## src/codec_cfg_pkg.sv

```systemverilog
// Shared constants of the codec configuration register bank
package codec_cfg_pkg;

    // Register geometry
    localparam int unsigned REG_WIDTH  = 8;
    localparam int unsigned ADDR_WIDTH = 4;
    localparam int unsigned REG_COUNT  = 16;
    localparam int unsigned DOC_REG_COUNT = 24;

    // Register offsets
    localparam logic [3:0] OFS_RSVD_00        = 4'h0;
    localparam logic [3:0] OFS_RSVD_01        = 4'h1;
    localparam logic [3:0] OFS_ADC_CURRENT    = 4'h2;
    localparam logic [3:0] OFS_RSVD_03        = 4'h3;
    localparam logic [3:0] OFS_ANALOG_INPUT   = 4'h4;
    localparam logic [3:0] OFS_RSVD_05        = 4'h5;
    localparam logic [3:0] OFS_RSVD_06        = 4'h6;
    localparam logic [3:0] OFS_RSVD_07        = 4'h7;
    localparam logic [3:0] OFS_BLOCK_ENABLE   = 4'h8;
    localparam logic [3:0] OFS_AUDIO_PORT     = 4'h9;
    localparam logic [3:0] OFS_RSVD_0A        = 4'hA;
    localparam logic [3:0] OFS_OFF_TIME_LOW   = 4'hB;
    localparam logic [3:0] OFS_OFF_TIME_HIGH  = 4'hC;
    localparam logic [3:0] OFS_ON_TIME        = 4'hD;
    localparam logic [3:0] OFS_ADC_REFERENCE  = 4'hE;
    localparam logic [3:0] OFS_DAC_REFERENCE  = 4'hF;

    // Reset values (strap bits cleared; they are merged at start-up)
    localparam logic [7:0] RST_RSVD_00       = 8'h48;
    localparam logic [7:0] RST_RSVD_01       = 8'h8F;
    localparam logic [7:0] RST_ADC_CURRENT   = 8'hF0;
    localparam logic [7:0] RST_RSVD_03       = 8'h00;
    localparam logic [7:0] RST_ANALOG_INPUT  = 8'h08;
    localparam logic [7:0] RST_RSVD_05       = 8'h82;
    localparam logic [7:0] RST_RSVD_06       = 8'h00;
    localparam logic [7:0] RST_RSVD_07       = 8'h00;
    localparam logic [7:0] RST_BLOCK_ENABLE  = 8'h00;
    localparam logic [7:0] RST_AUDIO_PORT    = 8'h25;
    localparam logic [7:0] RST_RSVD_0A       = 8'h00;
    localparam logic [7:0] RST_DETECT        = 8'h00;

    // Recommended ADC current codes
    localparam logic [7:0] ADC_CURRENT_LOW_RATE  = 8'hF0;
    localparam logic [7:0] ADC_CURRENT_HIGH_RATE = 8'hC4;

    // Analog input fields
    localparam int unsigned BIT_MIC_BIAS_EN  = 7;
    localparam int unsigned BIT_PREAMP_GAIN  = 2;

    // Block enable fields
    localparam int unsigned BIT_DAC_DETECT_EN = 4;
    localparam int unsigned BIT_DAC_DISABLE   = 3;
    localparam int unsigned BIT_ADC_DISABLE   = 2;
    localparam int unsigned BIT_CLKDIV_HI     = 1;
    localparam int unsigned BIT_CLKDIV_LO     = 0;

    // Clock division codes
    localparam logic [1:0] CLKDIV_BY1  = 2'b00;
    localparam logic [1:0] CLKDIV_BY2  = 2'b01;
    localparam logic [1:0] CLKDIV_RSVD = 2'b10;
    localparam logic [1:0] CLKDIV_BY4  = 2'b11;
    localparam logic [2:0] DIV_FACTOR_1 = 3'h1;
    localparam logic [2:0] DIV_FACTOR_2 = 3'h2;
    localparam logic [2:0] DIV_FACTOR_4 = 3'h4;

    // Audio port fields
    localparam int unsigned BIT_LOOPBACK     = 7;
    localparam int unsigned BIT_RX_SECOND    = 6;
    localparam int unsigned BIT_MASTER       = 4;
    localparam int unsigned BIT_SDO_HIZ_EN   = 3;
    localparam int unsigned BIT_TX_FIRST     = 2;
    localparam int unsigned BIT_TX_SECOND    = 1;
    localparam int unsigned BIT_LONG_FRAME   = 0;

    // Serial frame layout
    localparam int unsigned SPI_BITS    = 8;
    localparam int unsigned SPI_RW_BIT  = 7;
    localparam logic [2:0]  SPI_LAST_BIT = 3'h7;

endpackage

```

## src/codec_config_register_bank.sv

```systemverilog
// Configuration register bank of the voice codec, written over the serial port
// Notes on behaviour
// - The host configures the codec by serial writes, and each write to a non-reserved register lands in it; reserved addresses keep their defaults.
// - Each register is 8 bits at its own address; the map covers 0x00 to 0x0F.
// - Every register loads its default at start-up so the codec runs unprogrammed.
// - The analog input register enables the microphone bias and sets preamplifier gain.
// - The block register holds DAC detector enable, DAC enable, ADC enable and clock division.
// - The audio port register sets loopback, receive slot, role, impedance, transmit and frame.
// - The detector off-time is 16 bits, low byte at 0x0B and high byte at 0x0C.
// - The detector on-time comes from 0x0D and defaults to 0x00.
// - The detector ADC reference comes from 0x0E and DAC reference from 0x0F, both 0x00.
// - Registers 0x0B to 0x0F serve only the detector and exist only with that option.
// - Clock division code 00 divides by 1, 01 by 2, 11 by 4, and 10 is reserved.
// - The preamplifier gain default follows the data-input pin level at start-up.
`timescale 1ns/1ns
module codec_config_register_bank #(
    parameter bit          DETECTOR_PRESENT = 1'b1,
    parameter logic [7:0]  AUDIO_PORT_RESET = codec_cfg_pkg::RST_AUDIO_PORT
) (
    input  wire logic        sys_clk,
    input  wire logic        reset,
    // Serial register port pins
    input  wire logic        spi_ss_n,
    input  wire logic        spi_sck,
    input  wire logic        spi_mosi,
    output logic             spi_miso,
    output logic             spi_miso_oe,
    // Analog control
    output logic [7:0]       adc_bias_current,
    output logic             mic_bias_en,
    output logic             preamp_gain_high,
    // Block enables and clock division
    output logic             dac_detect_en,
    output logic             dac_enable,
    output logic             adc_enable,
    output logic [1:0]       clk_divide_select,
    output logic [2:0]       clk_divide_factor,
    output logic             clk_divide_invalid,
    // Audio port setup
    output logic             loopback_en,
    output logic             rx_second_slot,
    output logic             audio_master,
    output logic             sdo_hiz_en,
    output logic             tx_first_slot,
    output logic             tx_second_slot,
    output logic             long_frame_format,
    output logic             short_frame_format,
    // Presence detector parameters
    output logic [15:0]      detect_off_time,
    output logic [7:0]       detect_on_time,
    output logic [7:0]       detect_adc_reference,
    output logic [7:0]       detect_dac_reference,
    // Start-up status
    output logic             config_ready
);

    // Synchronised pins
    logic       ss_n_s;
    logic       sck_s;
    logic       mosi_s;

    // Serial engine outputs and read data input
    logic [3:0] acc_addr;
    logic [7:0] acc_wdata;
    logic       acc_wr;
    logic [7:0] acc_rdata;

    typedef struct packed {
        logic       strap_pending;
        logic       ready;
        logic [7:0] adc_bias_current;
        logic [7:0] analog_input_setup;
        logic [7:0] block_enable_clkdiv;
        logic [7:0] audio_port_config;
        logic [7:0] detect_off_time_low;
        logic [7:0] detect_off_time_high;
        logic [7:0] detect_on_time;
        logic [7:0] detect_adc_reference;
        logic [7:0] detect_dac_reference;
    } bank_state_t;

    bank_state_t bank_q;
    bank_state_t bank_d;

    logic [1:0]  div_code;

    pin_sync #(
        .WIDTH   (3),
        .RST_VAL (3'b101)
    ) u_pin_sync (
        .sys_clk      (sys_clk),
        .reset        (reset),
        .pin_in       ({spi_ss_n, spi_sck, spi_mosi}),
        .pin_sync_out ({ss_n_s, sck_s, mosi_s})
    );

    spi_frame u_spi_frame (
        .sys_clk  (sys_clk),
        .reset    (reset),
        .ss_n_s   (ss_n_s),
        .sck_s    (sck_s),
        .mosi_s   (mosi_s),
        .rd_data  (acc_rdata),
        .reg_addr (acc_addr),
        .wr_data  (acc_wdata),
        .wr_pulse (acc_wr),
        .miso     (spi_miso),
        .miso_oe  (spi_miso_oe)
    );

    // Read-back of the full map
    always_comb begin
        if (acc_addr == codec_cfg_pkg::OFS_RSVD_00) begin
            acc_rdata = codec_cfg_pkg::RST_RSVD_00;
        end else if (acc_addr == codec_cfg_pkg::OFS_RSVD_01) begin
            acc_rdata = codec_cfg_pkg::RST_RSVD_01;
        end else if (acc_addr == codec_cfg_pkg::OFS_ADC_CURRENT) begin
            acc_rdata = bank_q.adc_bias_current;
        end else if (acc_addr == codec_cfg_pkg::OFS_RSVD_03) begin
            acc_rdata = codec_cfg_pkg::RST_RSVD_03;
        end else if (acc_addr == codec_cfg_pkg::OFS_ANALOG_INPUT) begin
            acc_rdata = bank_q.analog_input_setup;
        end else if (acc_addr == codec_cfg_pkg::OFS_RSVD_05) begin
            acc_rdata = codec_cfg_pkg::RST_RSVD_05;
        end else if (acc_addr == codec_cfg_pkg::OFS_RSVD_06) begin
            acc_rdata = codec_cfg_pkg::RST_RSVD_06;
        end else if (acc_addr == codec_cfg_pkg::OFS_RSVD_07) begin
            acc_rdata = codec_cfg_pkg::RST_RSVD_07;
        end else if (acc_addr == codec_cfg_pkg::OFS_BLOCK_ENABLE) begin
            acc_rdata = bank_q.block_enable_clkdiv;
        end else if (acc_addr == codec_cfg_pkg::OFS_AUDIO_PORT) begin
            acc_rdata = bank_q.audio_port_config;
        end else if (acc_addr == codec_cfg_pkg::OFS_RSVD_0A) begin
            acc_rdata = codec_cfg_pkg::RST_RSVD_0A;
        end else if (!DETECTOR_PRESENT) begin
            acc_rdata = 8'h00;
        end else if (acc_addr == codec_cfg_pkg::OFS_OFF_TIME_LOW) begin
            acc_rdata = bank_q.detect_off_time_low;
        end else if (acc_addr == codec_cfg_pkg::OFS_OFF_TIME_HIGH) begin
            acc_rdata = bank_q.detect_off_time_high;
        end else if (acc_addr == codec_cfg_pkg::OFS_ON_TIME) begin
            acc_rdata = bank_q.detect_on_time;
        end else if (acc_addr == codec_cfg_pkg::OFS_ADC_REFERENCE) begin
            acc_rdata = bank_q.detect_adc_reference;
        end else begin
            acc_rdata = bank_q.detect_dac_reference;
        end
    end

    // Register update
    always_comb begin
        bank_d = bank_q;
        // Strap capture on the first cycle after reset release
        if (bank_q.strap_pending) begin
            bank_d.strap_pending = 1'b0;
            bank_d.ready         = 1'b1;
            bank_d.analog_input_setup[codec_cfg_pkg::BIT_PREAMP_GAIN] = mosi_s;
            bank_d.block_enable_clkdiv[codec_cfg_pkg::BIT_CLKDIV_LO]  = ~ss_n_s;
        end
        if (acc_wr && bank_q.ready) begin
            // Reserved addresses fall through and keep their defaults
            if (acc_addr == codec_cfg_pkg::OFS_ADC_CURRENT) begin
                bank_d.adc_bias_current = acc_wdata;
            end else if (acc_addr == codec_cfg_pkg::OFS_ANALOG_INPUT) begin
                bank_d.analog_input_setup = acc_wdata;
            end else if (acc_addr == codec_cfg_pkg::OFS_BLOCK_ENABLE) begin
                bank_d.block_enable_clkdiv = acc_wdata;
            end else if (acc_addr == codec_cfg_pkg::OFS_AUDIO_PORT) begin
                bank_d.audio_port_config = acc_wdata;
            end else if (!DETECTOR_PRESENT) begin
                bank_d = bank_d;
            end else if (acc_addr == codec_cfg_pkg::OFS_OFF_TIME_LOW) begin
                bank_d.detect_off_time_low = acc_wdata;
            end else if (acc_addr == codec_cfg_pkg::OFS_OFF_TIME_HIGH) begin
                bank_d.detect_off_time_high = acc_wdata;
            end else if (acc_addr == codec_cfg_pkg::OFS_ON_TIME) begin
                bank_d.detect_on_time = acc_wdata;
            end else if (acc_addr == codec_cfg_pkg::OFS_ADC_REFERENCE) begin
                bank_d.detect_adc_reference = acc_wdata;
            end else if (acc_addr == codec_cfg_pkg::OFS_DAC_REFERENCE) begin
                bank_d.detect_dac_reference = acc_wdata;
            end else begin
                bank_d = bank_d;
            end
        end
    end

    always_ff @(posedge sys_clk) begin
        if (reset) begin
            // Defaults; strap bits merge one cycle after release
            bank_q.strap_pending        <= 1'b1;
            bank_q.ready                <= 1'b0;
            bank_q.adc_bias_current     <= codec_cfg_pkg::RST_ADC_CURRENT;
            bank_q.analog_input_setup   <= codec_cfg_pkg::RST_ANALOG_INPUT;
            bank_q.block_enable_clkdiv  <= codec_cfg_pkg::RST_BLOCK_ENABLE;
            bank_q.audio_port_config    <= AUDIO_PORT_RESET;
            bank_q.detect_off_time_low  <= codec_cfg_pkg::RST_DETECT;
            bank_q.detect_off_time_high <= codec_cfg_pkg::RST_DETECT;
            bank_q.detect_on_time       <= codec_cfg_pkg::RST_DETECT;
            bank_q.detect_adc_reference <= codec_cfg_pkg::RST_DETECT;
            bank_q.detect_dac_reference <= codec_cfg_pkg::RST_DETECT;
        end else begin
            bank_q <= bank_d;
        end
    end

    // Analog controls
    assign adc_bias_current = bank_q.adc_bias_current;
    assign mic_bias_en      = bank_q.analog_input_setup[codec_cfg_pkg::BIT_MIC_BIAS_EN];
    assign preamp_gain_high = bank_q.analog_input_setup[codec_cfg_pkg::BIT_PREAMP_GAIN];

    // Block enables; the DAC and ADC bits are active-low enables, the DAC detector bit is active-high
    assign dac_detect_en = DETECTOR_PRESENT &
                           bank_q.block_enable_clkdiv[codec_cfg_pkg::BIT_DAC_DETECT_EN];
    assign dac_enable    = ~bank_q.block_enable_clkdiv[codec_cfg_pkg::BIT_DAC_DISABLE];
    assign adc_enable    = ~bank_q.block_enable_clkdiv[codec_cfg_pkg::BIT_ADC_DISABLE];
    assign div_code      = bank_q.block_enable_clkdiv[codec_cfg_pkg::BIT_CLKDIV_HI:
                                                      codec_cfg_pkg::BIT_CLKDIV_LO];
    assign clk_divide_select = div_code;

    // Division factor decode; reserved code holds divide by 1
    always_comb begin
        clk_divide_invalid = 1'b0;
        case (div_code)
            codec_cfg_pkg::CLKDIV_BY1: clk_divide_factor = codec_cfg_pkg::DIV_FACTOR_1;
            codec_cfg_pkg::CLKDIV_BY2: clk_divide_factor = codec_cfg_pkg::DIV_FACTOR_2;
            codec_cfg_pkg::CLKDIV_BY4: clk_divide_factor = codec_cfg_pkg::DIV_FACTOR_4;
            default: begin
                clk_divide_factor  = codec_cfg_pkg::DIV_FACTOR_1;
                clk_divide_invalid = 1'b1;
            end
        endcase
    end

    // Audio port setup
    assign loopback_en        = bank_q.audio_port_config[codec_cfg_pkg::BIT_LOOPBACK];
    assign rx_second_slot     = bank_q.audio_port_config[codec_cfg_pkg::BIT_RX_SECOND];
    assign audio_master       = bank_q.audio_port_config[codec_cfg_pkg::BIT_MASTER];
    assign sdo_hiz_en         = bank_q.audio_port_config[codec_cfg_pkg::BIT_SDO_HIZ_EN];
    assign tx_first_slot      = bank_q.audio_port_config[codec_cfg_pkg::BIT_TX_FIRST];
    assign tx_second_slot     = bank_q.audio_port_config[codec_cfg_pkg::BIT_TX_SECOND];
    assign long_frame_format  = bank_q.audio_port_config[codec_cfg_pkg::BIT_LONG_FRAME];
    assign short_frame_format = ~bank_q.audio_port_config[codec_cfg_pkg::BIT_LONG_FRAME];

    // Detector parameters
    assign detect_off_time      = {bank_q.detect_off_time_high,
                                   bank_q.detect_off_time_low};
    assign detect_on_time       = bank_q.detect_on_time;
    assign detect_adc_reference = bank_q.detect_adc_reference;
    assign detect_dac_reference = bank_q.detect_dac_reference;

    assign config_ready = bank_q.ready;

endmodule

```

## src/pin_sync.sv

```systemverilog
// Two-stage synchroniser for asynchronous pin inputs
`timescale 1ns/1ns
module pin_sync #(
    parameter int unsigned WIDTH     = 1,
    parameter logic [WIDTH-1:0] RST_VAL = '0
) (
    input  wire logic             sys_clk,
    input  wire logic             reset,
    input  wire logic [WIDTH-1:0] pin_in,
    output logic      [WIDTH-1:0] pin_sync_out
);

    typedef struct packed {
        logic [WIDTH-1:0] meta;
        logic [WIDTH-1:0] stable;
    } sync_state_t;

    sync_state_t state_q;
    sync_state_t state_d;

    always_comb begin
        state_d        = state_q;
        state_d.meta   = pin_in;
        state_d.stable = state_q.meta;
    end

    always_ff @(posedge sys_clk) begin
        if (reset) begin
            // Keep sampling during reset so start-up straps see real pin levels
            state_q <= '{meta: pin_in, stable: state_q.meta};
        end else begin
            state_q <= state_d;
        end
    end

    assign pin_sync_out = state_q.stable;

endmodule

```

## src/spi_frame.sv

```systemverilog
// Serial port frame engine: address byte then one data byte
`timescale 1ns/1ns
module spi_frame (
    input  wire logic       sys_clk,
    input  wire logic       reset,
    input  wire logic       ss_n_s,
    input  wire logic       sck_s,
    input  wire logic       mosi_s,
    input  wire logic [7:0] rd_data,
    output logic [3:0]      reg_addr,
    output logic [7:0]      wr_data,
    output logic            wr_pulse,
    output logic            miso,
    output logic            miso_oe
);

    typedef struct packed {
        logic       sck_prev;
        logic [2:0] bit_cnt;
        logic       phase_data;
        logic       done;
        logic       is_read;
        logic [7:0] shift_in;
        logic [7:0] shift_out;
        logic [3:0] addr;
        logic [7:0] data;
        logic       wr;
        logic       miso;
        logic       oe;
    } frame_state_t;

    frame_state_t s_q;
    frame_state_t s_d;
    logic         rise;
    logic         fall;

    assign rise = sck_s & ~s_q.sck_prev;
    assign fall = ~sck_s & s_q.sck_prev;

    always_comb begin
        s_d          = s_q;
        s_d.sck_prev = sck_s;
        s_d.wr       = 1'b0;
        if (ss_n_s) begin
            s_d.bit_cnt    = '0;
            s_d.phase_data = 1'b0;
            s_d.done       = 1'b0;
            s_d.is_read    = 1'b0;
            s_d.oe         = 1'b0;
            s_d.miso       = 1'b0;
        end else if (rise && !s_q.done) begin
            s_d.shift_in = {s_q.shift_in[6:0], mosi_s};
            s_d.bit_cnt  = s_q.bit_cnt + 3'h1;
            if (s_q.bit_cnt == codec_cfg_pkg::SPI_LAST_BIT) begin
                if (!s_q.phase_data) begin
                    s_d.phase_data = 1'b1;
                    s_d.is_read    = s_d.shift_in[codec_cfg_pkg::SPI_RW_BIT];
                    s_d.addr       = s_d.shift_in[3:0];
                end else begin
                    s_d.done = 1'b1;
                    s_d.data = s_d.shift_in;
                    s_d.wr   = ~s_q.is_read;
                end
            end
        end else if (fall && s_q.phase_data && s_q.is_read && !s_q.done) begin
            // Read data shifts out MSB first on falling edges
            if (s_q.bit_cnt == 3'h0 && !s_q.oe) begin
                s_d.shift_out = {rd_data[6:0], 1'b0};
                s_d.miso      = rd_data[7];
                s_d.oe        = 1'b1;
            end else begin
                s_d.miso      = s_q.shift_out[7];
                s_d.shift_out = {s_q.shift_out[6:0], 1'b0};
            end
        end
    end

    always_ff @(posedge sys_clk) begin
        if (reset) begin
            s_q <= '0;
        end else begin
            s_q <= s_d;
        end
    end

    assign reg_addr = s_q.addr;
    assign wr_data  = s_q.data;
    assign wr_pulse = s_q.wr;
    assign miso     = s_q.miso;
    assign miso_oe  = s_q.oe;

endmodule

```

## config.mk

```make
export PLATFORM = sky130hd
export DESIGN_NAME = codec_config_register_bank
export DESIGN_NICKNAME = d
export VERILOG_FILES = /design/src/codec_cfg_pkg.sv /design/src/codec_config_register_bank.sv /design/src/pin_sync.sv /design/src/spi_frame.sv
export SDC_FILE = /design/constraint.sdc
export NUM_CORES = 1
export LEC_CHECK = 0
export BUFFER_PORTS_ARGS = -buffer_cell sky130_fd_sc_hd__buf_2
export CORE_MARGIN = 2
export CORE_UTILIZATION = 52
export CTS_CLUSTER_SIZE = 14
export DETAILED_ROUTE_END_ITERATION = 10
export PLACE_DENSITY = 0.79
export SETUP_SLACK_MARGIN = 0.3
export SKIP_CTS_REPAIR_TIMING = 1
export SLEW_MARGIN = 20
export SYNTH_ARGS = -nofsm -noshare
export SYNTH_HDL_FRONTEND = slang
export SYNTH_SLANG_ARGS = --single-unit
```

## constraint.sdc

```tcl
create_clock -name sys_clk -period 1.8 [get_ports sys_clk]
set_input_delay 0.36 -clock sys_clk [delete_from_list [all_inputs] [get_ports sys_clk]]
set_output_delay 0.36 -clock sys_clk [all_outputs]
set_load 0.02 [all_outputs]
```

==> out/qor_table.md <==
| Metric | This run |
|---|---|
| Result of the run | finished clean |
| Clock-pin slew of the registers on the worst-case setup and hold paths | 0.06 ns |
| Core area | 10800 µm² |
| Die Ht | 109 µm |
| Antenna Violating Nets Remaining | 0 |
| Kind of capture point of the worst setup path | flip-flop |
| Maximum buffer depth of the clock tree | 2 |
| Crit path kind | flip-flop to flip-flop |
| Pwr Density | 775 nW/µm² |
| Synth unique cells | 62 |
| Area enclosed by the die boundary | 12000 µm² |
| Number of synthesis warnings | 0 |
| Final wirelength | 18900 µm |
| Number of top-level pins | 75 |
| Final estimated routing congestion in global placement | 0.971 |
| Number of rows created at floorplan | 38 |
| Number of flops mapped to enable cells by yosys | 0 |
| Tightest Pin Transition | 0.711 ns |
| Worst slew margin relative to its limit | 52.5% |
| Leakage Power | 3.09 nW |
| Fraction of synthesized cell area taken by the top area cell type | 40.2% |
| Clock latency reported for the late side of the worst-skew pair | 0.54 ns |
| Effective utilization at floorplan | 53.3% |
| Setup ws final | 0.0657 ns |
| Library cell occupying the most area in the post-synthesis netlist | sky130_fd_sc_hd__dfxtp_1 |
| Final critical-path share of the clock period | 96.4% |
| Total of buffers placed on input and output ports | 74 |
| DRC | 0 |
| Fin Clk Skew | 0.0148 ns |
| TritonCTS clock tree | built |
| Number of slew-limit violations in the final report | 0 |
| Fraction of final layout cells with drive strength greater than 1 | 37.1% |
| CP startpoint kind | flip-flop |
| Critical path, cell by cell | inv_2, ha_4, or3b_4, a222oi_1, o21ai_1, a22o_1 |
| End of the worst register-to-register path | u_spi_frame.s_q[21] |
| Register area share after synthesis | 40.2% |
| Net count of the finished layout | 756 |
| Critical path's slowest cell | sky130_fd_sc_hd__or3b_4 |
| RSZ-0062 raised after global routing | true |
| Proportion of register bits with asynchronous set or reset after synthesis | 0% |
| Arrival @ worst endpoint | 2.17 ns |
| Vias per cell | 5.92 |
| Worst hold-check path type | input pin to flip-flop |
| Setup slack, reg-to-reg | 0.07 ns |
| Depth of the most critical reg-to-reg path | 6 |
| Number of instances in the synthesized netlist | 657 |
| Routed wire length per instance | 21.0 µm |
| HPWL after DPL | 12100 µm |
| Initial antenna violation count | 0 |
| Filler cell count | 809 |
| Setup crit end | u_spi_frame.s_q[21] |
| Endpoints failing setup | 0 |
| Number of global-route vias before repair | 4667 |
| Crit path from | u_spi_frame.s_q[34] |
| Area added between synthesis and finish | 32.4% |
| Design Power | 5.93 mW |
| First-pass GRT wire length | 26200 µm |
| Number of levels the H-tree was split into | 4 |
| FF+latch count, synth | 116 |
| First drt pass iteration count | 5 |
| Cell at the root of the clock tree | sky130_fd_sc_hd__clkbuf_8 |
| Initial drt markers | 558 |
| Place WS | -0.0369 ns |
| Number of violations of the max-capacitance limit | 0 |
| Total standard cell area after synthesis | 5780 µm² |
| Die X-Extent | 109 µm |
| Peak clock frequency supported by timing | 577 MHz |
| Pin count of the biggest net entering global routing | 60 |
| Ranking of synthesized cells by area | sky130_fd_sc_hd__dfxtp_1 40%, sky130_fd_sc_hd__mux2i_1 15%, sky130_fd_sc_hd__nor2_1 7.1% |
| Most used flip-flop cell after synthesis | sky130_fd_sc_hd__dfxtp_1 |
| Worst Path Required | 2.23 ns |
| Period minus WS final | 1.73 ns |
| Vias after detailed routing | 5334 |
| Antenna diode count | 0 |
| Worst reg2reg startpoint | u_spi_frame.s_q[34] |
| Most frequent standard cell in the layout excluding fill and tap cells | sky130_fd_sc_hd__nor2_1 |
| Final hold violations | 0 |
| Synthesized net count | 665 |
| Average cell area after synthesis | 8.79 µm² |
| Total Routing Usage GR | 29.9% |
| Inserted Clock Buffers | 17 |
| Grt ovf | 0 |
| Worst-path maximum fanout | 5 |
| Largest incremental delay on the critical path | 0.42 ns |
| Worst VDD drop | 0.720 mV |
| Top library cells by usage in the layout, fill and taps aside | 107 x sky130_fd_sc_hd__nor2_1, 90 x sky130_fd_sc_hd__dfxtp_1, 82 x sky130_fd_sc_hd__mux2i_1, 68 x sky130_fd_sc_hd__buf_4, 60 x sky130_fd_sc_hd__buf_2 |
| Clock sink count | 116 |
==> registers in the layout, indices dropped and copies added, names as in the netlist, 2 cells and up <==
| register | cells |
|---|---|
| detect_off_time | 16 |
| u_spi_frame.reg_addr | 4 |
| bank_q | 13 |
| u_spi_frame.wr_data | 8 |
| u_pin_sync.pin_sync_out | 3 |
| u_pin_sync.state_d | 3 |
| detect_adc_reference | 8 |
| adc_bias_current | 8 |
| clk_divide_select | 2 |
| u_spi_frame.s_q | 21 |
| detect_on_time | 8 |
| detect_dac_reference | 8 |
==> layout make-up <==
type / instances / area (µm²) / area share [%]
multi-input cells: 433 / 3130 / 40.9
flip-flops and latches: 116 / 2370 / 31.0
repair buffers: 165 / 1360 / 17.8
clock buffers: 20 / 445 / 5.82
well taps: 140 / 175 / 2.29
clock inverters: 12 / 104 / 1.36
inverters: 15 / 62.6 / 0.818
==> worst min-delay path by stage <==
stage                                     start                    endpoint  slack (ns)  cells past startpoint
final                                     reset                  bank_q[53]        0.15                      2
after global placement    u_pin_sync.state_d[1]  u_pin_sync.pin_sync_out[1]        0.31                      0
after floorplan           u_pin_sync.state_d[0]  u_pin_sync.pin_sync_out[0]        0.31                      0
after detailed placement  u_pin_sync.state_d[1]  u_pin_sync.pin_sync_out[1]        0.31                      0
after CTS                              spi_mosi       u_pin_sync.state_d[0]       -0.09                      1
after global routing                      reset                  bank_q[53]        0.16                      2
==> cells by family after synthesis <==
group,synth area share [%]
simple gates,19.8
fa+ha+maj,0.650
xor+xnor,0.152
compound gates,13.2
flops,40.2
mux,14.9
buf+inv,11.1
==> routing by layer <==
| metal | share of wire (%) | track usage (%) |
|---|---|---|
| met1 | 41 | 39.6 |
| met2 | 46 | 46.8 |
| met3 | 9.9 | 8.83 |
| met4 | 2.5 | 9.58 |
| met5 | 0 | 0 |
==> Yosys cell counts, types with 4 or more instances <==
master,count
sky130_fd_sc_hd__a221o_1,4
sky130_fd_sc_hd__nor2_1,110
sky130_fd_sc_hd__nor2_4,4
sky130_fd_sc_hd__a31oi_1,5
sky130_fd_sc_hd__o221ai_1,7
sky130_fd_sc_hd__nand3b_1,6
sky130_fd_sc_hd__nand2_1,42
sky130_fd_sc_hd__a21oi_1,35
sky130_fd_sc_hd__and2_1,4
sky130_fd_sc_hd__o21ai_0,13
sky130_fd_sc_hd__dfxtp_1,116
sky130_fd_sc_hd__o22ai_1,5
sky130_fd_sc_hd__nand2b_1,11
sky130_fd_sc_hd__buf_4,54
sky130_fd_sc_hd__clkbuf_1,24
sky130_fd_sc_hd__mux2i_1,84
sky130_fd_sc_hd__a211o_1,6
sky130_fd_sc_hd__a21o_1,4
sky130_fd_sc_hd__buf_2,17
sky130_fd_sc_hd__nor2b_1,11
sky130_fd_sc_hd__inv_1,15
sky130_fd_sc_hd__o211ai_1,4
sky130_fd_sc_hd__nand3_1,13
sky130_fd_sc_hd__a32oi_1,4
==> worst max-delay path, delay by kind of cell (launching register included) <==
kind                     cells  cell delay (ns)
buffers and inverters        1             0.06
AND/OR/NAND/NOR              1             0.42
adder cells (fa/ha/maj)      1             0.14
flip-flops                   1             0.32
AO/OA/AOI/OAI                3             0.66
==> where the power goes <==
group          switching, mW  total (mW)  internal, mW  leakage (nW)
combinational          0.105       0.195        0.0906          1.87
clock                   1.23        3.13          1.90         0.268
sequential            0.0222        2.60          2.58         0.949
total                   1.36        5.93          4.57          3.09
==> through the flow <==
step / hold WS (ns) / instance area (µm²) / utilization, % / TNS [ns] / cells
finish: 0.153 / 7650 / 70.5 / 0 / 901
global route: 0.155 / 7650 / 70.5 / 0 / 901
CTS: -0.0898 / 6840 / 63.1 / -0.212 / 863
detailed placement: 0.312 / 6290 / 58.0 / -0.0703 / 831
global placement: 0.310 / 6290 / 58.0 / 0 / 831
floorplan: 0.310 / 5850 / - / 0 / 657
(Power assumes the default switching activity.)
